**config.mk**
```make
export PLATFORM = sky130hd
export DESIGN_NAME = cob_top
export DESIGN_NICKNAME = d
export VERILOG_FILES = /design/src/rtl/cob_pkg.sv /design/src/rtl/cob_top.sv
export VERILOG_INCLUDE_DIRS = /design/src /design/src/rtl
export SDC_FILE = /design/constraint.sdc
export NUM_CORES = 1
export LEC_CHECK = 0
export ABC_CLOCK_PERIOD_IN_PS = 6900
export BUFFER_PORTS_ARGS = -buffer_cell sky130_fd_sc_hd__buf_2
export CAP_MARGIN = 10
export CORE_ASPECT_RATIO = 2
export CORE_UTILIZATION = 40
export CTS_BUF_LIST = sky130_fd_sc_hd__clkbuf_16
export DETAILED_ROUTE_END_ITERATION = 16
export PLACE_DENSITY = 0.71
export SETUP_SLACK_MARGIN = 0.05
export SLEW_MARGIN = 20
export SYNTH_ARGS = -nofsm -noshare
export SYNTH_HDL_FRONTEND = slang
export SYNTH_SLANG_ARGS = --single-unit
```
**constraint.sdc**
```tcl
create_clock -name clk_i -period 6.9 [get_ports clk_i]
set_input_delay 1.725 -clock clk_i [delete_from_list [all_inputs] [get_ports clk_i]]
set_output_delay 1.725 -clock clk_i [all_outputs]
set_load 0.005 [all_outputs]
```
**src/rtl/cob_defines.svh**
```systemverilog
// constants of the configuration option bank
`ifndef COB_DEFINES_SVH
`define COB_DEFINES_SVH
// register indexes, byte address is four times the index
`define COB_IDX_CFG2   16'h001E
`define COB_IDX_CFG1   16'h001F
`define COB_IDX_WDCLR  16'hFFFF
// second register fields
`define COB_B_IRQ_PIN_PULLUP_OFF   7
`define COB_B_IRQ_PIN_FUNCTION_ON    6
`define COB_B_OSCHI    4
`define COB_B_OSCLO    3
`define COB_B_RESET_PIN_FUNCTION_ON    0
// first register fields
`define COB_B_PERSEL   7
`define COB_B_LVSTOP   6
`define COB_B_LVRSTD   5
`define COB_B_LVPWRD   4
`define COB_B_LV5V     3
`define COB_B_SHORT_STOP_RECOVERY    2
`define COB_B_STOPEN   1
`define COB_B_WDDIS    0
// bits that survive resets other than power-on, and the power-on value
`define COB_KEEP2      8'h01
`define COB_KEEP1      8'h08
`define COB_RST_VAL    8'h00
// timing counts in quad bus clock cycles; the wakeup entries are exponents
`define COB_REC_SHORT  13'd32
`define COB_REC_LONG   13'd4096
`define COB_PIN_CYC    6'd32
`define COB_AWU_SHORT  4'd9
`define COB_AWU_LONG   4'd14
`endif

```
**src/rtl/cob_pkg.sv**
```systemverilog
// types of the configuration option bank
package cob_pkg;
  typedef enum logic [1:0] {
    COB_OSC_INT  = 2'b00,
    COB_OSC_EXT  = 2'b01,
    COB_OSC_RC   = 2'b10,
    COB_OSC_XTAL = 2'b11
  } cob_osc_t;
  typedef enum logic [1:0] {
    COB_ST_RUN  = 2'b00,
    COB_ST_STOP = 2'b01,
    COB_ST_REC  = 2'b10
  } cob_state_t;
endpackage

```
**src/rtl/cob_top.sv**
```systemverilog
// configuration option bank with watchdog and stop control
//
// Function
// - each configuration register takes one write per reset, reads always allowed
// - registers decode at indexes 0x001E and 0x001F
// - pullup bit one disconnects interrupt pin pullup, zero connects it
// - interrupt function bit one enables interrupt function on pin
// - two-bit field picks internal, external, RC or crystal oscillator
// - reset pin function bit one enables reset function on pin
// - reset pin function bit cleared only by power-on reset
// - period bit picks 2^13-2^4 or 2^18-2^4 cycle watchdog timeout
// - in stop, period bit picks 2^9 or 2^14 wakeup ticks
// - run-in-stop bit keeps powered detector alive in stop; reset clears it
// - undervolt reset off bit suppresses detector resets
// - undervolt power off bit powers the detector down
// - voltage mode bit picks 5 V or 3 V; power-on clears it
// - voltage mode bit survives all non power-on resets
// - short recovery bit leaves stop after 32 cycles, else 4096
// - stop exit caused by detector reset always uses long recovery
// - stop disabled makes stop instruction an illegal opcode
// - watchdog disable bit one stops the watchdog
// - watchdog is 6-bit counter fed by 12-bit prescaler; overflow resets
// - watchdog reset drives reset pin 32 cycles and flags status
//
// Our own choice: register access over Wishbone.
`timescale 1ns/10ps
`include "cob_defines.svh"
module cob_top #(
  parameter int PRE_W  = 12,           // prescaler width
  parameter int WD_W   = 6,            // watchdog counter width
  parameter logic [7:0] VEC_LO = 8'h00 // reset vector low byte, arbitrary
) (
  input  wire logic             clk_i,        // quad bus clock
  input  wire logic             rst_i,        // any chip reset
  input  wire logic             por_i,        // reset is power-on
  input  wire logic             cyc_i,        // wishbone cycle
  input  wire logic             stb_i,        // wishbone strobe
  input  wire logic             we_i,         // wishbone write
  input  wire logic [17:0]      adr_i,        // byte address
  input  wire logic [3:0]       sel_i,        // byte lanes
  input  wire logic [31:0]      dat_i,        // write data
  output logic      [31:0]      dat_o,        // read data
  output logic                  ack_o,        // wishbone ack
  input  wire logic             stop_req_i,   // stop instruction pulse
  input  wire logic             wake_i,       // wakeup interrupt pulse
  input  wire logic             lvd_trip_i,   // detector trip, async
  output logic                  irq_pull_en_o,// interrupt pin pullup on
  output logic                  irq_func_o,   // interrupt pin function on
  output cob_pkg::cob_osc_t     osc_sel_o,    // clock source
  output logic                  rst_func_o,   // reset pin function on
  output logic                  lvd_pwr_o,    // detector powered
  output logic                  lvd_5v_o,     // detector 5 V mode
  output logic                  lvd_rst_o,    // detector reset request
  output logic [3:0]            awu_exp_o,    // wakeup period exponent
  output logic                  illegal_op_o, // stop was illegal
  output logic                  stop_o,       // clocks stopped
  output logic                  cpu_run_o,    // cpu may run
  output logic                  wd_rst_o,     // watchdog reset pulse
  output logic                  wd_flag_o,    // status flag set pulse
  output logic                  rst_pin_o,    // reset pin drive value
  output logic                  rst_pin_oe_o  // reset pin pulled low
);
  import cob_pkg::*;

  // elaboration-time guard: the clear field needs prescaler bit 4
  if (PRE_W < 5 || WD_W < 2) begin : g_bad_width
    $error("cob_top: widths too small");
  end

  // ==========================================================
  // register bus
  // ==========================================================
  logic [7:0]  cfg1_q, cfg2_q;
  logic        wr1_q, wr2_q;
  logic        ack_q;
  logic [31:0] dat_q;
  wire  [15:0] idx    = adr_i[17:2];
  wire         req    = cyc_i & stb_i;
  wire         hit1   = idx == `COB_IDX_CFG1;
  wire         hit2   = idx == `COB_IDX_CFG2;
  wire         hitwd  = idx == `COB_IDX_WDCLR;
  wire         wcommit = req & we_i & ack_q & sel_i[0];
  wire         wr1    = wcommit & hit1 & ~wr1_q;
  wire         wr2    = wcommit & hit2 & ~wr2_q;
  wire         wd_clr = wcommit & hitwd;
  wire  [7:0]  rd_b   = hit1 ? cfg1_q : hit2 ? cfg2_q : hitwd ? VEC_LO : 8'h00;

  // one wait state; read data lands on the edge that raises ack, the write on the edge that drops it
  always_ff @(posedge clk_i) begin
    if (rst_i) begin
      ack_q <= 1'b0;
      dat_q <= 32'h0;
    end else begin
      ack_q <= req & ~ack_q;
      if (req & ~ack_q) dat_q <= {24'h0, rd_b};
    end
  end
  assign ack_o = ack_q;
  assign dat_o = dat_q;

  // ==========================================================
  // configuration registers
  // ==========================================================
  // non power-on resets keep the strap-like bits
  always_ff @(posedge clk_i) begin
    if (rst_i) begin
      wr1_q  <= 1'b0;
      wr2_q  <= 1'b0;
      cfg1_q <= por_i ? `COB_RST_VAL : (cfg1_q & `COB_KEEP1);
      cfg2_q <= por_i ? `COB_RST_VAL : (cfg2_q & `COB_KEEP2);
    end else begin
      if (wr1) begin
        cfg1_q <= dat_i[7:0];
        wr1_q  <= 1'b1;
      end
      if (wr2) begin
        cfg2_q <= dat_i[7:0];
        wr2_q  <= 1'b1;
      end
    end
  end

  // ==========================================================
  // option decode
  // ==========================================================
  cob_state_t st_q;
  logic       trip_m_q, trip_q;
  wire in_stop = st_q == COB_ST_STOP;
  assign irq_pull_en_o = ~cfg2_q[`COB_B_IRQ_PIN_PULLUP_OFF];
  assign irq_func_o    = cfg2_q[`COB_B_IRQ_PIN_FUNCTION_ON];
  assign osc_sel_o     = cob_osc_t'(cfg2_q[`COB_B_OSCHI:`COB_B_OSCLO]);
  assign rst_func_o    = cfg2_q[`COB_B_RESET_PIN_FUNCTION_ON];
  assign lvd_5v_o      = cfg1_q[`COB_B_LV5V];
  // detector sleeps in stop unless asked to stay up
  assign lvd_pwr_o = ~cfg1_q[`COB_B_LVPWRD]
                   & (~in_stop | cfg1_q[`COB_B_LVSTOP]);
  assign lvd_rst_o = trip_q & lvd_pwr_o & ~cfg1_q[`COB_B_LVRSTD];
  assign awu_exp_o = cfg1_q[`COB_B_PERSEL] ? `COB_AWU_SHORT : `COB_AWU_LONG;

  // trip comes from the analog side, so two flops first
  always_ff @(posedge clk_i) begin
    if (rst_i) begin
      trip_m_q <= 1'b0;
      trip_q   <= 1'b0;
    end else begin
      trip_m_q <= lvd_trip_i;
      trip_q   <= trip_m_q;
    end
  end

  // ==========================================================
  // stop control
  // ==========================================================
  logic [12:0] rec_q;
  logic        ill_q;
  wire stop_ok = stop_req_i & cfg1_q[`COB_B_STOPEN];
  // a detector reset forces the long recovery
  wire [12:0] rec_len = (lvd_rst_o | ~cfg1_q[`COB_B_SHORT_STOP_RECOVERY])
                      ? `COB_REC_LONG : `COB_REC_SHORT;

  always_ff @(posedge clk_i) begin
    if (rst_i) begin
      st_q  <= COB_ST_RUN;
      rec_q <= 13'd0;
      ill_q <= 1'b0;
    end else begin
      ill_q <= stop_req_i & ~cfg1_q[`COB_B_STOPEN];
      unique case (st_q)
        COB_ST_RUN: begin
          if (stop_ok) st_q <= COB_ST_STOP;
        end
        COB_ST_STOP: begin
          if (wake_i | lvd_rst_o) begin
            st_q  <= COB_ST_REC;
            rec_q <= rec_len - 13'd1;
          end
        end
        COB_ST_REC: begin
          if (rec_q == 13'd0) st_q <= COB_ST_RUN;
          else rec_q <= rec_q - 13'd1;
        end
        default: st_q <= COB_ST_RUN;
      endcase
    end
  end
  assign illegal_op_o = ill_q;
  assign stop_o       = st_q != COB_ST_RUN;
  assign cpu_run_o    = st_q == COB_ST_RUN;

  // ==========================================================
  // watchdog
  // ==========================================================
  logic [PRE_W-1:0] pre_q;
  logic [WD_W-1:0]  wd_q;
  logic             wdr_q;
  logic [5:0]       pin_q;
  wire wd_on  = ~cfg1_q[`COB_B_WDDIS] & cpu_run_o;
  wire pre_w  = &pre_q;
  // short period is two prescaler wraps, long is the full counter
  wire wd_ovf = wd_on & pre_w & (cfg1_q[`COB_B_PERSEL] ? wd_q[0] : &wd_q);

  always_ff @(posedge clk_i) begin
    if (rst_i) begin
      pre_q <= '0;
      wd_q  <= '0;
      wdr_q <= 1'b0;
    end else begin
      wdr_q <= wd_ovf;
      if (stop_ok) begin
        pre_q <= '0;
      end else if (wd_clr) begin
        pre_q[PRE_W-1:4] <= '0;
        wd_q             <= '0;
      end else if (wd_on) begin
        pre_q <= pre_q + 1'b1;
        if (pre_w) wd_q <= wd_q + 1'b1;
      end
    end
  end
  assign wd_rst_o  = wdr_q;
  assign wd_flag_o = wdr_q;

  // pin drive must outlive the reset it causes, so power-on only
  always_ff @(posedge clk_i) begin
    if (rst_i & por_i) pin_q <= 6'd0;
    else if (wdr_q & rst_func_o) pin_q <= `COB_PIN_CYC;
    else if (pin_q != 6'd0) pin_q <= pin_q - 6'd1;
  end
  assign rst_pin_o    = 1'b0;
  assign rst_pin_oe_o = pin_q != 6'd0;

  // ==========================================================
  // checks
  // ==========================================================
  int unsigned pin_cnt;
  // of the resets only power-on clears the count, like the pin counter it shadows; an undriven pin clears it too
  always_ff @(posedge clk_i) begin
    if ((rst_i & por_i) | ~rst_pin_oe_o) pin_cnt <= 0;
    else pin_cnt <= pin_cnt + 1;
  end

  // recovery length and exit cause, kept apart from the down counter
  logic [12:0] rec_cnt_q;
  logic        lvx_q;
  always_ff @(posedge clk_i) begin
    if (rst_i | (st_q != COB_ST_REC)) rec_cnt_q <= 13'd0;
    else rec_cnt_q <= rec_cnt_q + 13'd1;
  end
  // a detector exit is remembered until the next stop
  always_ff @(posedge clk_i) begin
    if (rst_i) lvx_q <= 1'b0;
    else if (in_stop) lvx_q <= lvd_rst_o;
  end

  property p_once1;
    @(posedge clk_i) disable iff (rst_i) $past(wr1_q) |-> cfg1_q == $past(cfg1_q);
  endproperty
  a_once1: assert property (p_once1) else $error("cfg1 rewritten");

  property p_once2;
    @(posedge clk_i) disable iff (rst_i) wr2_q & $past(wr2_q) |=> $stable(cfg2_q);
  endproperty
  a_once2: assert property (p_once2) else $error("cfg2 rewritten");

  property p_keep;
    @(posedge clk_i) rst_i & ~por_i |=> cfg1_q[`COB_B_LV5V] == $past(cfg1_q[`COB_B_LV5V])
      && cfg2_q[`COB_B_RESET_PIN_FUNCTION_ON] == $past(cfg2_q[`COB_B_RESET_PIN_FUNCTION_ON]) && !cfg1_q[`COB_B_LVSTOP];
  endproperty
  a_keep: assert property (p_keep) else $error("reset kept wrong bits");

  property p_ill;
    @(posedge clk_i) disable iff (rst_i)
      stop_req_i & !cfg1_q[`COB_B_STOPEN] & cpu_run_o |=> illegal_op_o && cpu_run_o;
  endproperty
  a_ill: assert property (p_ill) else $error("illegal stop missed");

  property p_short;
    @(posedge clk_i) disable iff (rst_i)
      in_stop & wake_i & !lvd_rst_o & cfg1_q[`COB_B_SHORT_STOP_RECOVERY]
      |=> !cpu_run_o ##31 !cpu_run_o ##1 cpu_run_o;
  endproperty
  a_short: assert property (p_short) else $error("short recovery length");

  property p_long;
    @(posedge clk_i) disable iff (rst_i)
      in_stop & lvd_rst_o |=> !cpu_run_o ##32 !cpu_run_o;
  endproperty
  a_long: assert property (p_long) else $error("detector exit not long");

  property p_pin;
    @(posedge clk_i) disable iff (rst_i) rst_pin_oe_o |-> pin_cnt < 32;
  endproperty
  a_pin: assert property (p_pin) else $error("reset pin held too long");

  property p_pinst;
    @(posedge clk_i) disable iff (rst_i & por_i)
      wd_rst_o & rst_func_o |=> rst_pin_oe_o [*8];
  endproperty
  a_pinst: assert property (p_pinst) else $error("reset pin not driven");

  property p_wddis;
    @(posedge clk_i) disable iff (rst_i) cfg1_q[`COB_B_WDDIS] |=> !wd_rst_o;
  endproperty
  a_wddis: assert property (p_wddis) else $error("disabled watchdog fired");

  property p_lvr;
    @(posedge clk_i) disable iff (rst_i)
      cfg1_q[`COB_B_LVRSTD] | cfg1_q[`COB_B_LVPWRD] |-> !lvd_rst_o;
  endproperty
  a_lvr: assert property (p_lvr) else $error("detector reset leaked");

  property p_clr;
    @(posedge clk_i) disable iff (rst_i) wd_clr & !stop_ok |=> wd_q == '0;
  endproperty
  a_clr: assert property (p_clr) else $error("watchdog not cleared");

  // exact recovery lengths; a reset in the last cycle is not an exit
  property p_recsh;
    @(posedge clk_i) disable iff (rst_i)
      $fell(stop_o) && !$past(rst_i) && !lvx_q && cfg1_q[`COB_B_SHORT_STOP_RECOVERY]
      |-> rec_cnt_q == `COB_REC_SHORT;
  endproperty
  a_recsh: assert property (p_recsh) else $error("short recovery count wrong");

  property p_reclg;
    @(posedge clk_i) disable iff (rst_i)
      $fell(stop_o) && !$past(rst_i) && (lvx_q || !cfg1_q[`COB_B_SHORT_STOP_RECOVERY])
      |-> rec_cnt_q == `COB_REC_LONG;
  endproperty
  a_reclg: assert property (p_reclg) else $error("long recovery count wrong");

  property p_pinlen;
    @(posedge clk_i) disable iff (rst_i)
      $fell(rst_pin_oe_o) && !$past(rst_i) |-> pin_cnt == `COB_PIN_CYC;
  endproperty
  a_pinlen: assert property (p_pinlen) else $error("reset pin pulse length");

  // bus answers every request after one wait state
  property p_ack;
    @(posedge clk_i) disable iff (rst_i) req & !ack_o |=> ack_o;
  endproperty
  a_ack: assert property (p_ack) else $error("bus request not answered");

  property p_ackone;
    @(posedge clk_i) disable iff (rst_i) ack_o |=> !ack_o;
  endproperty
  a_ackone: assert property (p_ackone) else $error("ack held too long");

  property p_rd;
    @(posedge clk_i) disable iff (rst_i)
      req & !we_i & hit1 & !ack_o |=> dat_o[7:0] == $past(cfg1_q) && dat_o[31:8] == '0;
  endproperty
  a_rd: assert property (p_rd) else $error("read data wrong");

  property p_sel0;
    @(posedge clk_i) disable iff (rst_i)
      req & we_i & ack_o & !sel_i[0] |=> $stable(cfg1_q) && $stable(cfg2_q);
  endproperty
  a_sel0: assert property (p_sel0) else $error("masked write landed");

  property p_stoppwr;
    @(posedge clk_i) disable iff (rst_i) in_stop & !cfg1_q[`COB_B_LVSTOP] |-> !lvd_pwr_o;
  endproperty
  a_stoppwr: assert property (p_stoppwr) else $error("detector awake in stop");

  property p_por;
    @(posedge clk_i) rst_i & por_i |=> cfg1_q == `COB_RST_VAL && cfg2_q == `COB_RST_VAL;
  endproperty
  a_por: assert property (p_por) else $error("power-on left bits set");

  c_stop: cover property (@(posedge clk_i) in_stop ##[1:20] cpu_run_o);
  c_wdr:  cover property (@(posedge clk_i) wd_rst_o);
  c_wr:   cover property (@(posedge clk_i) wr1 ##[1:20] wcommit & hit1);
  c_ill:  cover property (@(posedge clk_i) illegal_op_o);
  c_lvx:  cover property (@(posedge clk_i) in_stop & lvd_rst_o);
endmodule

```
== Word level (Yosys, flattened, before mapping) ==
Cells that the tools add are included.
W data, S select, Z words.
Word-level totals
  logic and storage cells: 113
  RAM bits: 0
  output and inout port bits: 52
  input port bits: 63
  bits in read-only memories: 0
  memories: 0
  bits in latches: 0
  bits in registers: 70
Operators by class
  magnitude comparators: 0
  equal/unequal tests: 10
  add/subtract/negate cells: 5
  bitwise logic cells: 35
  div/mod/pow operators: 0
  multipliers: 0
  shift operators: 0
  mux-type cells: 23
  reductions and logical operators: 21
Operator list (count)
  $mux W8: 6
  $mux W13: 3
  $eq A16 B5 Y1 const B: 2
  $mux W6: 5
  $pmux W13 S2: 1
  $sub A13 B1 Y13 const B: 2
  $and A1 B1 Y1: 20
  $eq A16 B16 Y1 const B: 1
  $reduce_bool A2 Y1: 7
  $logic_not A13 Y1: 1
  $add A12 B1 Y12 const B: 1
  $not A1 Y1: 12
  $reduce_and A12 Y1: 1
  $reduce_and A3 Y1: 3
  $add A6 B1 Y6 const B: 1
  $mux W2: 3
  $ne A2 B1 Y1 const B: 3
  $pmux W2 S3: 1
  $reduce_and A2 Y1: 3
  $reduce_and A6 Y1: 1
  $reduce_bool A6 Y1: 1
  $sub A6 B1 Y6 const B: 1
  $mux W4: 1
  $ne A2 B2 Y1 const B: 2
  other kinds (8): 12

== Longest topological paths before layout ==
Gate-level depths: netlist (run 1).
  depth after elaboration: 11
  gate-level depth with buffers: 10
  depth with buffers taken out: 7

== Least setup slack after synthesis (run 1) ==
OpenSTA, ideal clock, no wires.
  path kind: input-to-reg
  start point: input adr_i[7]
  end point: register cfg2_q[1] (enable)
  buffers on the path: 0
  data required time: 6.519 ns
  path slack: 2.813 ns
  stages on the path: 4
  data arrival time: 3.706 ns
  library setup time: 0.381 ns
  path through: or4b_2 > nor4_2 > nand2_1 > o21ai_0
Between the ends
  word-level cells in the longest chain between the ends: 4
Ends and longest elaborated chain
  start: declaration: RTL line cob_top.sv:39  | input wire logic [17:0] adr_i,
  $eq A16 B5 Y1 (no line)
  $and A1 B1 Y1 (2 in series): RTL line cob_top.sv:84  | wire wr2 = wcommit & hit2 & ~wr2_q;
  $reduce_bool A2 Y1 (no line)
  end signal: assignment: RTL line cob_top.sv:110  | cfg2_q <= por_i ? `COB_RST_VAL : (cfg2_q & `COB_KEEP2);
  end signal: assignment: RTL line cob_top.sv:117  | cfg2_q <= dat_i[7:0];
  end: declaration: RTL line cob_top.sv:73  | logic [7:0] cfg1_q, cfg2_q;
No other way between the ends.
A chain may end at the register's enable or synchronous reset.

== Worst setup path after layout (run 1) ==
  start point: input adr_i[7]
  end point: register cfg1_q[5] (enable)
Between the ends
  word-level cells in the longest chain between the ends: 4
Ends and longest elaborated chain
  $eq A16 B5 Y1 (no line)
  $and A1 B1 Y1 (2 in series): RTL line cob_top.sv:83  | wire wr1 = wcommit & hit1 & ~wr1_q;
  $reduce_bool A2 Y1 (no line)
  end signal: assignment: RTL line cob_top.sv:109  | cfg1_q <= por_i ? `COB_RST_VAL : (cfg1_q & `COB_KEEP1);
  end signal: assignment: RTL line cob_top.sv:113  | cfg1_q <= dat_i[7:0];
  end: declaration: RTL line cob_top.sv:73
No other way between the ends.

==> results of run 1 <==
per-stage QoR:
stage	hold slack [ns]	std cells	utilization, %	area (µm²)
2_1_floorplan	0.414	422	-	3630
3_3_place_gp	0.420	536	43.8	3760
3_5_place_dp	0.439	536	43.8	3760
4_1_cts	0.451	552	46.7	4010
5_1_grt	0.455	552	46.7	4010
6_report	0.442	552	46.7	4010
worst max-delay path by stage:
stage / from / endpoint / cells past startpoint
after CTS: adr_i[7] / cfg2_q[7]$_SDFFCE_PP0P_ / 5
after detailed placement: adr_i[7] / cfg2_q[7]$_SDFFCE_PP0P_ / 5
after global routing: adr_i[7] / cfg1_q[4]$_SDFFCE_PP0P_ / 5
final: adr_i[7] / cfg1_q[5]$_SDFFCE_PP0P_ / 5
after floorplan: adr_i[7] / cfg2_q[1]$_SDFFCE_PP0P_ / 4
after global placement: adr_i[7] / cfg2_q[7]$_SDFFCE_PP0P_ / 5
state kept, by name, summed over array words and instances (netlist names):
name and flops:
rec_q 13, pre_q 12, cfg1_q 8, cfg2_q 8, dat_o 8, pin_q 6
wd_q 6, st_q 2, ack_o 1, illegal_op_o 1, trip_m_q 1, trip_q 1
wd_flag_o 1, wr1_q 1, wr2_q 1
cell usage in the layout (no fill, tap or decap), types with 2 or more instances in the layout:
cell type	n
buf_2	59
dfxtp_1	54
nor2_1	38
nand2_1	35
a21oi_1	28
conb_1	26
nor3_1	16
o21ai_0	16
edfxtp_1	16
inv_1	15
nor2b_1	12
nand3_1	11
nand4_1	10
xnor2_1	9
clkbuf_16	9
a22oi_1	8
o31ai_1	7
xor2_1	7
o211ai_1	5
ha_1	5
or4_1	4
or3_1	4
a211oi_1	4
nand3b_1	3
o21ai_1	3
nor4_1	3
clkinv_1	3
nor4_2	2
and2_1	2
and4_1	2
a21o_1	2
nor3b_1	2
a221oi_1	2
mux2i_1	2
layer usage:
layer  track usage, %  up-vias  wire length [µm]
li1                 -     1475                 -
met1             19.6     1382              2990
met2             32.0       90              4310
met3             3.21       27               320
met4             13.2        0               363
met5                0        -                 0
worst max-delay path: cells and delay by family:
| kind | cells | cell delay [ns] |
|---|---|---|
| AOI/OAI and AO/OA | 1 | 0.88 |
| buffers and inverters | 1 | 0.10 |
| and+or+nand+nor | 3 | 1.70 |
power breakdown:
| group | internal (mW) | leakage (nW) | switching [mW] |
|---|---|---|---|
| sequential | 0.455 | 0.592 | 0.0291 |
| combinational | 0.0739 | 0.847 | 0.0955 |
| clock | 0.234 | 0.136 | 0.160 |
kinds of logic after synthesis:
logic type               count (synthesis)
AND/OR/NAND/NOR                        156
AO/OA/AOI/OAI                           89
flip-flops                              70
buffers and inverters                   57
XOR/XNOR                                16
adder cells (fa/ha/maj)                  5
multiplexers                             3
other                                    2
cell type report:
class                           instances  area, µm²  share of cell area, %
Clock inverter                          7       27.5                  0.686
Multi-Input combinational cell        295       1730                   43.2
Clock buffer                            9        225                   5.62
Sequential cell                        70       1560                   38.9
Inverter                               12       45.0                   1.12
Timing Repair Buffer                   59        295                   7.36
Tap cell                              100        125                   3.12
==> metrics.md, run 1 <==
| Metric | Value |
|---|---|
| Vias in the first global route | 2790 |
| Post-place setup slack | 2.00 ns |
| Worst R2R End | rec_q[10]$_SDFFE_PP0P_ |
| Initial Util | 41.2% |
| Vias | 2974 |
| Slew Limit Headroom | 27.4% |
| Overflow left after global routing | 0 |
| Largest family of logic cells by synthesized area | simple AND/OR/NAND/NOR gates |
| WS Path Type | in -> reg |
| Placeable Area | 8590 µm² |
| Post-synth EDFFs | 16 |
| Reg2reg path depth | 7 |
| Achievable Freq | 224 MHz |
| Max-Cap Viols | 0 |
| Dominant cell type by area after synthesis | dfxtp_1 |
| Top FF cell, synth | dfxtp_1 |
| CP Launch Type | primary input |
| RSZ-0062 raised after global routing | false |
| Clock Latency Late Sink | 0.33 ns |
| Fin. Hold Viols | 0 |
| Die Y | 135 µm |
| Port bufs | 59 |
| Seq cells post-synth | 70 |
| Most common cell in the netlist | dfxtp_1 |
| Skew final | 0.00445 ns |
| Synth Area in Simple Gates | 23.4% |
| Seq/Total Area, Yosys | 44.1% |
| Hold path depth | 1 |
| Tightest Pin Transition | 1.08 ns |
| Bufs on Longest Clock Path | 2 |
| Synthesized cell area | 3540 µm² |
| FILL cells | 837 |
| CTS Hold Bufs | 0 |
| Reg2reg start | st_q[1]$_SDFFE_PP0P_ |
| Post-detail-place hpwl | 6030 µm |
| Layout Nets | 515 |
| Worst-path clk slew | 0.05 ns |
| Clock Sinks | 70 |
| Initial DRC count | 196 |
| Pin count of the biggest net entering global routing | 33 |
| Initial antenna violation count | 0 |
| Worst vdd ir | 0.138 mV |
| Final GP Congestion | 0.825 |
| Hold Path Class | reg -> reg |
| Synth Area in Adders | 1.77% |
| Synth unique cells | 62 |
| First-pass GRT wire length | 12700 µm |
| CTS buffer count | 9 |
| DRT antenna net count | 0 |
| Complex-gate fraction of the synthesized area | 16.1% |
| Hold path startpoint | trip_m_q$_SDFF_PP0_ |
| Pre-Repair DR Iteration Count | 4 |
| Synth Instances | 398 |
| N_diodes | 0 |
| Final Cycle Share | 64.7% |
| H-Tree Depth | 3 |
| DR vias/cell | 5.39 |
| Ys async rst share | 0% |
| Synth top area share | 30.5% |
| XOR/XNOR share of the synthesized area | 3.96% |
| Register-to-register setup slack | 4.36 ns |
| Crit path setup slack, layout | 2.43 ns |
| Setup tns final | 0 ns |
| Root Buffer | clkbuf_16 |
| Routed len/inst | 14.5 µm |
| CP max-delay cell | o21ai_0 |
| Drt total wl | 7990 µm |
| CP Capture Type | flip-flop |
| Fraction of layout cells with a size suffix above 1 | 17.0% |
| # DRC | 0 |
| Post-CTS sizing | 0 |
| CTS tree | done |
| Largest fanout on the critical path | 10 |
| Status | completed |
| Leakage | 1.57 nW |
| Tot Pwr | 1.05 mW |
| IO Count | 115 |
| FP Rows | 48 |
| Avg Inst Size Synth | 8.90 µm² |
| Largest stage delay, worst path | 0.88 ns |
| Worst EP arrival | 4.41 ns |
| Area Growth Syn to Fin | 13.3% |
| Critical Path RT | 6.85 ns |
| Cell chain of the critical path | buf_2, or4b_2, nor4_2, nand2_1, o21ai_0 |
| Synth top cells by count | 54 x dfxtp_1, 38 x nor2_1, 35 x nand2_1, 31 x buf_4, 28 x a21oi_1 |
| # setup viols final | 0 |
| Hold EP | trip_q$_SDFF_PP0_ |
| Pins Over Slew Limit | 0 |
| Die area | 9260 µm² |
| # Post-CTS Setup Buffers | 0 |
| Synth Warn # | 0 |
| Pwr per Cell Area | 261 nW/µm² |
| Synth area leaders | dfxtp_1 31%, edfxtp_1 14%, buf_4 6.6% |
| Mux share of post-synthesis cell area | 0.883% |
| Total GRT Usage | 18.7% |
| Die width | 68.5 µm |
| Tmin final | 4.47 ns |
Note: power is estimated with default switching activity, not from simulation.
==> run 2, diff against run 1 <==
--- a/config.mk
+++ b/config.mk
@@ -6,14 +6,14 @@
 export SDC_FILE = /design/constraint.sdc
 export NUM_CORES = 1
 export LEC_CHECK = 0
-export ABC_CLOCK_PERIOD_IN_PS = 6900
+export ABC_CLOCK_PERIOD_IN_PS = 3600
 export BUFFER_PORTS_ARGS = -buffer_cell sky130_fd_sc_hd__buf_2
 export CAP_MARGIN = 10
 export CORE_ASPECT_RATIO = 2
 export CORE_UTILIZATION = 40
 export CTS_BUF_LIST = sky130_fd_sc_hd__clkbuf_16
 export DETAILED_ROUTE_END_ITERATION = 16
-export PLACE_DENSITY = 0.71
+export PLACE_DENSITY = 0.74
 export SETUP_SLACK_MARGIN = 0.05
 export SLEW_MARGIN = 20
 export SYNTH_ARGS = -nofsm -noshare
==> constraint.sdc (replaced) <==
create_clock -name clk_i -period 3.6 [get_ports clk_i]
set_input_delay 0.9 -clock clk_i [delete_from_list [all_inputs] [get_ports clk_i]]
set_output_delay 0.9 -clock clk_i [all_outputs]
set_load 0.005 [all_outputs]
==> run 2 against run 1 <==
Flip-flop and latch count did not move; worst hold slack worse by 0.0076 ns; die area did not move; worst setup slack got worse by 1.4 ns; critical path type is now reg -> out; design area increased by 1.6%; critical endpoint is now lvd_rst_o; critical path depth is 2 lower; register-to-register slack worse by 3.2 ns.
==> metrics.md, run 2 (synthesis results as in run 1) <==
| Metric | Value |
|---|---|
| Status | completed |
| CP max-delay cell | or3b_1 |
| N_diodes | 0 |
| Critical Path RT | 2.70 ns |
| Finished layout cell area | 4070 µm² |
| Largest register FFs | 13 |
| Largest fanout on the critical path | 6 |
| Fraction of layout cells with a size suffix above 1 | 18.2% |
| Commonest non-fill, non-tap cell in the layout | buf_2 |
| Routed len/inst | 14.7 µm |
| Port bufs | 59 |
| Clock Latency Late Sink | 0.33 ns |
| Die area | 9260 µm² |
| Placed inst area | 3790 µm² |
| Pre-Repair DR Iteration Count | 4 |
| Hold path startpoint | trip_m_q$_SDFF_PP0_ |
| DR vias/cell | 5.43 |
| Placeable Area | 8590 µm² |
| Die width | 68.5 µm |
| Overflow left after global routing | 0 |
| H-Tree Depth | 3 |
| Post-detail-place hpwl | 6100 µm |
| Vias | 3022 |
| Slew Limit Headroom | 37.5% |
| Leakage | 1.62 nW |
| # setup viols final | 0 |
| Final Cycle Share | 72.1% |
| Tmin final | 2.60 ns |
| Bufs on Longest Clock Path | 2 |
| Largest stage delay, worst path | 0.47 ns |
| Tightest Pin Transition | 0.935 ns |
| Worst vdd ir | 0.247 mV |
| Final GP Congestion | 0.912 |
| Total GRT Usage | 19.3% |
| Fin. Hold Viols | 0 |
| Bufs and invs on worst path | 1 |
| Layout Nets | 520 |
| CP Capture Type | primary output |
| Clock Sinks | 70 |
| Initial Util | 41.2% |
| Leading cell types in the layout, fill and taps excluded | 59 x buf_2, 54 x dfxtp_1, 38 x nor2_1 |
| DRT antenna net count | 0 |
| Post-CTS sizing | 0 |
| RSZ-0062 raised after global routing | false |
| CTS Hold Bufs | 0 |
| Die Y | 135 µm |
| Achievable Freq | 385 MHz |
| Worst EP arrival | 1.70 ns |
| Hold Path Class | reg -> reg |
| Worst-path clk slew | 0.05 ns |
| Initial antenna violation count | 0 |
| WS Path Type | reg -> out |
| Worst R2R End | wd_q[5]$_SDFFE_PP0P_ |
| CP Launch Type | flip-flop |
| IO Count | 115 |
| Drt total wl | 8210 µm |
| CTS buffer count | 9 |
| Setup tns final | 0 ns |
| Area Growth Syn to Fin | 15.1% |
| Skew final | 0.00799 ns |
| First-pass GRT wire length | 13300 µm |
| Vias in the first global route | 2915 |
| # DRC | 0 |
| Cell chain of the critical path | or3b_1, a21oi_1, buf_2 |
| Hold EP | trip_q$_SDFF_PP0_ |
| CP delay by family, top | simple AND/OR/NAND/NOR gates |
| Max-Cap Viols | 0 |
| Pin count of the biggest net entering global routing | 33 |
| Biggest register | rec_q |
| Largest registers | rec_q: 13 flops, pre_q: 12 flops |
| Reg2reg path depth | 5 |
| FP Rows | 48 |
| Hold path depth | 1 |
| Root Buffer | clkbuf_16 |
| Pwr per Cell Area | 513 nW/µm² |
| Pins Over Slew Limit | 0 |
| CTS tree | done |
| # Post-CTS Setup Buffers | 0 |
| Register-to-register setup slack | 1.12 ns |
| Reg2reg start | st_q[0]$_SDFFE_PP0P_ |
| Initial DRC count | 234 |
==> run 2: layout make-up <==
type / count / area [µm²]
Fill cell: 838 / 4510
Tap cell: 100 / 125
Sequential cell: 70 / 1560
Timing Repair Buffer: 64 / 333
Clock buffer: 9 / 225
Multi-Input combinational cell: 295 / 1730
Inverter: 12 / 45.0
Clock inverter: 7 / 53.8
==> run 2: per-stage QoR <==
step | worst slack, ns | hold WS, ns | std cells | power [mW] | util (%)
floorplan | 0.338 | 0.414 | 422 | 1.19 | -
global route | 0.913 | 0.456 | 557 | 2.19 | 47.4
detailed placement | 0.706 | 0.426 | 541 | 1.27 | 44.2
global placement | 0.716 | 0.422 | 541 | 1.25 | 44.2
finish | 1.00 | 0.434 | 557 | 2.09 | 47.4
CTS | 1.00 | 0.437 | 557 | 2.10 | 47.4
==> run 2: worst max path at each step <==
stage | from | to | slack, ns | depth (start not counted)
floorplan | adr_i[7] | cfg2_q[1]$_SDFFCE_PP0P_ | 0.34 | 4
global placement | adr_i[7] | cfg2_q[5]$_SDFFCE_PP0P_ | 0.72 | 6
detailed placement | adr_i[7] | cfg2_q[1]$_SDFFCE_PP0P_ | 0.71 | 6
CTS | cfg1_q[4]$_SDFFCE_PP0P_ | lvd_rst_o | 1.00 | 3
global route | cfg1_q[4]$_SDFFCE_PP0P_ | lvd_rst_o | 0.91 | 3
finish | cfg1_q[4]$_SDFFCE_PP0P_ | lvd_rst_o | 1.00 | 3
==> run 2: power by group <==
| group | total, mW | internal (mW) | switching (mW) | leakage, nW |
|---|---|---|---|---|
| registers | 0.930 | 0.872 | 0.0584 | 0.592 |
| clock network | 0.828 | 0.521 | 0.307 | 0.156 |
| logic | 0.330 | 0.144 | 0.186 | 0.872 |
==> run 2: layer usage <==
layer / part of all wire [%] / routed length [µm] / GRT usage, %
met3: 4.2 / 347 / 4.14
met1: 38 / 3160 / 20.8
met5: 0 / 0 / 0
met2: 55 / 4490 / 33.0
met4: 2.5 / 207 / 11.2
==> run 3, diff against run 2 <==
--- a/config.mk
+++ b/config.mk
@@ -6,7 +6,7 @@
 export SDC_FILE = /design/constraint.sdc
 export NUM_CORES = 1
 export LEC_CHECK = 0
-export ABC_CLOCK_PERIOD_IN_PS = 3600
+export ABC_CLOCK_PERIOD_IN_PS = 2200
 export BUFFER_PORTS_ARGS = -buffer_cell sky130_fd_sc_hd__buf_2
 export CAP_MARGIN = 10
 export CORE_ASPECT_RATIO = 2
==> constraint.sdc (replaced) <==
create_clock -name clk_i -period 2.2 [get_ports clk_i]
set_input_delay 0.55 -clock clk_i [delete_from_list [all_inputs] [get_ports clk_i]]
set_output_delay 0.55 -clock clk_i [all_outputs]
set_load 0.005 [all_outputs]
==> run 3 against run 2 <==
Die area unchanged; worst setup slack got worse by 0.92 ns; first-iteration DRC count decreased by 16%; clock power increased by 75%; register-to-register slack got worse by 0.98 ns; combinational power increased by 78%; routed wire length increased by 8.9%; critical endpoint unchanged; largest power group unchanged.
==> metrics.md, run 3 (synthesis results as in run 1) <==
| Metric | Value |
|---|---|
| Die Y | 135 µm |
| Largest registers | rec_q: 13 flops, pre_q: 12 flops |
| Total GRT Usage | 20.8% |
| DR vias/cell | 5.47 |
| Leakage | 1.77 nW |
| FP Rows | 48 |
| Critical Path RT | 1.65 ns |
| Pwr per Cell Area | 813 nW/µm² |
| Setup tns final | 0 ns |
| Pins Over Slew Limit | 0 |
| Post-detail-place hpwl | 6850 µm |
| Pin count of the biggest net entering global routing | 18 |
| # setup viols final | 0 |
| Skew final | 0.00655 ns |
| Largest stage delay, worst path | 0.43 ns |
| Pre-Repair DR Iteration Count | 5 |
| Hold Path Class | in -> reg |
| Post-place setup slack | -0.227 ns |
| Port bufs | 59 |
| Tightest Pin Transition | 0.512 ns |
| Placed inst area | 4020 µm² |
| Achievable Freq | 473 MHz |
| Initial Util | 41.2% |
| CP Capture Type | primary output |
| First-pass GRT wire length | 14200 µm |
| Max-Cap Viols | 0 |
| Cell chain of the critical path | or3b_4, buf_6, a21oi_4, buf_2 |
| Slew Limit Headroom | 65.8% |
| Clock Latency Late Sink | 0.34 ns |
| Area Growth Syn to Fin | 23.6% |
| Placed Cells incl. Taps | 563 |
| Largest register FFs | 13 |
| Largest fanout on the critical path | 5 |
| Cell Count, Final, Fillers Out | 581 |
| Crit path setup slack, layout | 0.0843 ns |
| Tmin final | 2.12 ns |
| Overflow left after global routing | 0 |
| RSZ-0062 raised after global routing | false |
| Worst-path clk slew | 0.06 ns |
| H-Tree Depth | 3 |
| Status | completed |
| Leading cell types in the layout, fill and taps excluded | 59 x buf_2, 54 x dfxtp_1, 38 x nor2_1 |
| # DRC | 0 |
| Die width | 68.5 µm |
| IO Count | 115 |
| Vias | 3180 |
| Tot Pwr | 3.56 mW |
| Root Buffer | clkbuf_16 |
| Layout Nets | 544 |
| Vias in the first global route | 3136 |
| Commonest non-fill, non-tap cell in the layout | buf_2 |
| CTS buffer count | 9 |
| Routed len/inst | 15.4 µm |
| Placeable Area | 8590 µm² |
| Final Cycle Share | 96.2% |
| Drt total wl | 8930 µm |
| Initial DRC count | 197 |
| Initial antenna violation count | 0 |
| Worst EP arrival | 1.57 ns |
| N_diodes | 0 |
| DRT antenna net count | 0 |
| Biggest register | rec_q |
| CP max-delay cell | or3b_4 |
| Clock Sinks | 70 |
| Final GP Congestion | 0.933 |
| Die area | 9260 µm² |
| Fraction of layout cells with a size suffix above 1 | 26.4% |
| Worst vdd ir | 0.452 mV |
| CTS tree | done |
| WS Path Type | reg -> out |
| Fin. Hold Viols | 0 |
| Bufs on Longest Clock Path | 2 |
| Finished layout cell area | 4380 µm² |
| CP Launch Type | flip-flop |
[run 3: cell count changes in the layout (fill, tap and decap cells not counted), sizes merged]
cell / previous run / this run
buf: 64 / 88
clkinvlp: 0 / 3
inv: 17 / 15
clkinv: 1 / 0
[run 3: power breakdown]
part | internal (mW) | total, mW | switching [mW]
combinational | 0.267 | 0.589 | 0.322
sequential | 1.43 | 1.52 | 0.0946
clock | 0.880 | 1.45 | 0.568
[run 3: metrics by stage]
step,util (%),hold WS [ns]
2_1_floorplan,-,0.414
3_3_place_gp,46.8,0.449
3_5_place_dp,46.8,0.441
4_1_cts,50.4,0.428
5_1_grt,51.0,0.468
6_report,51.0,0.427
[run 3: layer usage]
layer	vias to the layer above	track usage, %	part of all wire [%]
li1	1536	-	-
met1	1508	19.2	34
met2	107	38.1	57
met3	29	3.38	3.5
met4	0	15.6	4.7
met5	-	0	0
[run 3: path summary, 6_finish.rpt]
path / slack (ns) / end / start / cells after the start
worst max-delay path: 0.08 / lvd_rst_o / cfg1_q[5]$_SDFFCE_PP0P_ / 4
worst max register to register: 0.14 / wd_q[5]$_SDFFE_PP0P_ / pre_q[6]$_SDFFE_PP0P_ / 5
worst min register to register: 0.45 / trip_q$_SDFF_PP0_ / trip_m_q$_SDFF_PP0_ / 1
worst min-delay path: 0.43 / trip_m_q$_SDFF_PP0_ / lvd_trip_i / 2
[run 3: area by class of cell]
| type | instances | area, µm² |
|---|---|---|
| repair buffers | 88 | 517 |
| fillers | 798 | 4210 |
| inverters | 12 | 45.0 |
| clock buffers | 9 | 225 |
| clock inverters | 7 | 73.8 |
| flip-flops and latches | 70 | 1560 |
| multi-input cells | 295 | 1830 |
| well taps | 100 | 125 |
[run 3: critical path: cells and delay by family (launching register included)]
kind,cells,cell delay [ns]
simple gates,1,0.43
flops,1,0.39
buf+inv,2,0.27
compound gates,1,0.13
[run 3: repair_timing]
action,CTS,global route
resized for setup,2,9
setup buffers,0,2
hold buffers,0,0
gates cloned,0,0
pin swaps,0,1
endpoints found under the setup margin,1,10
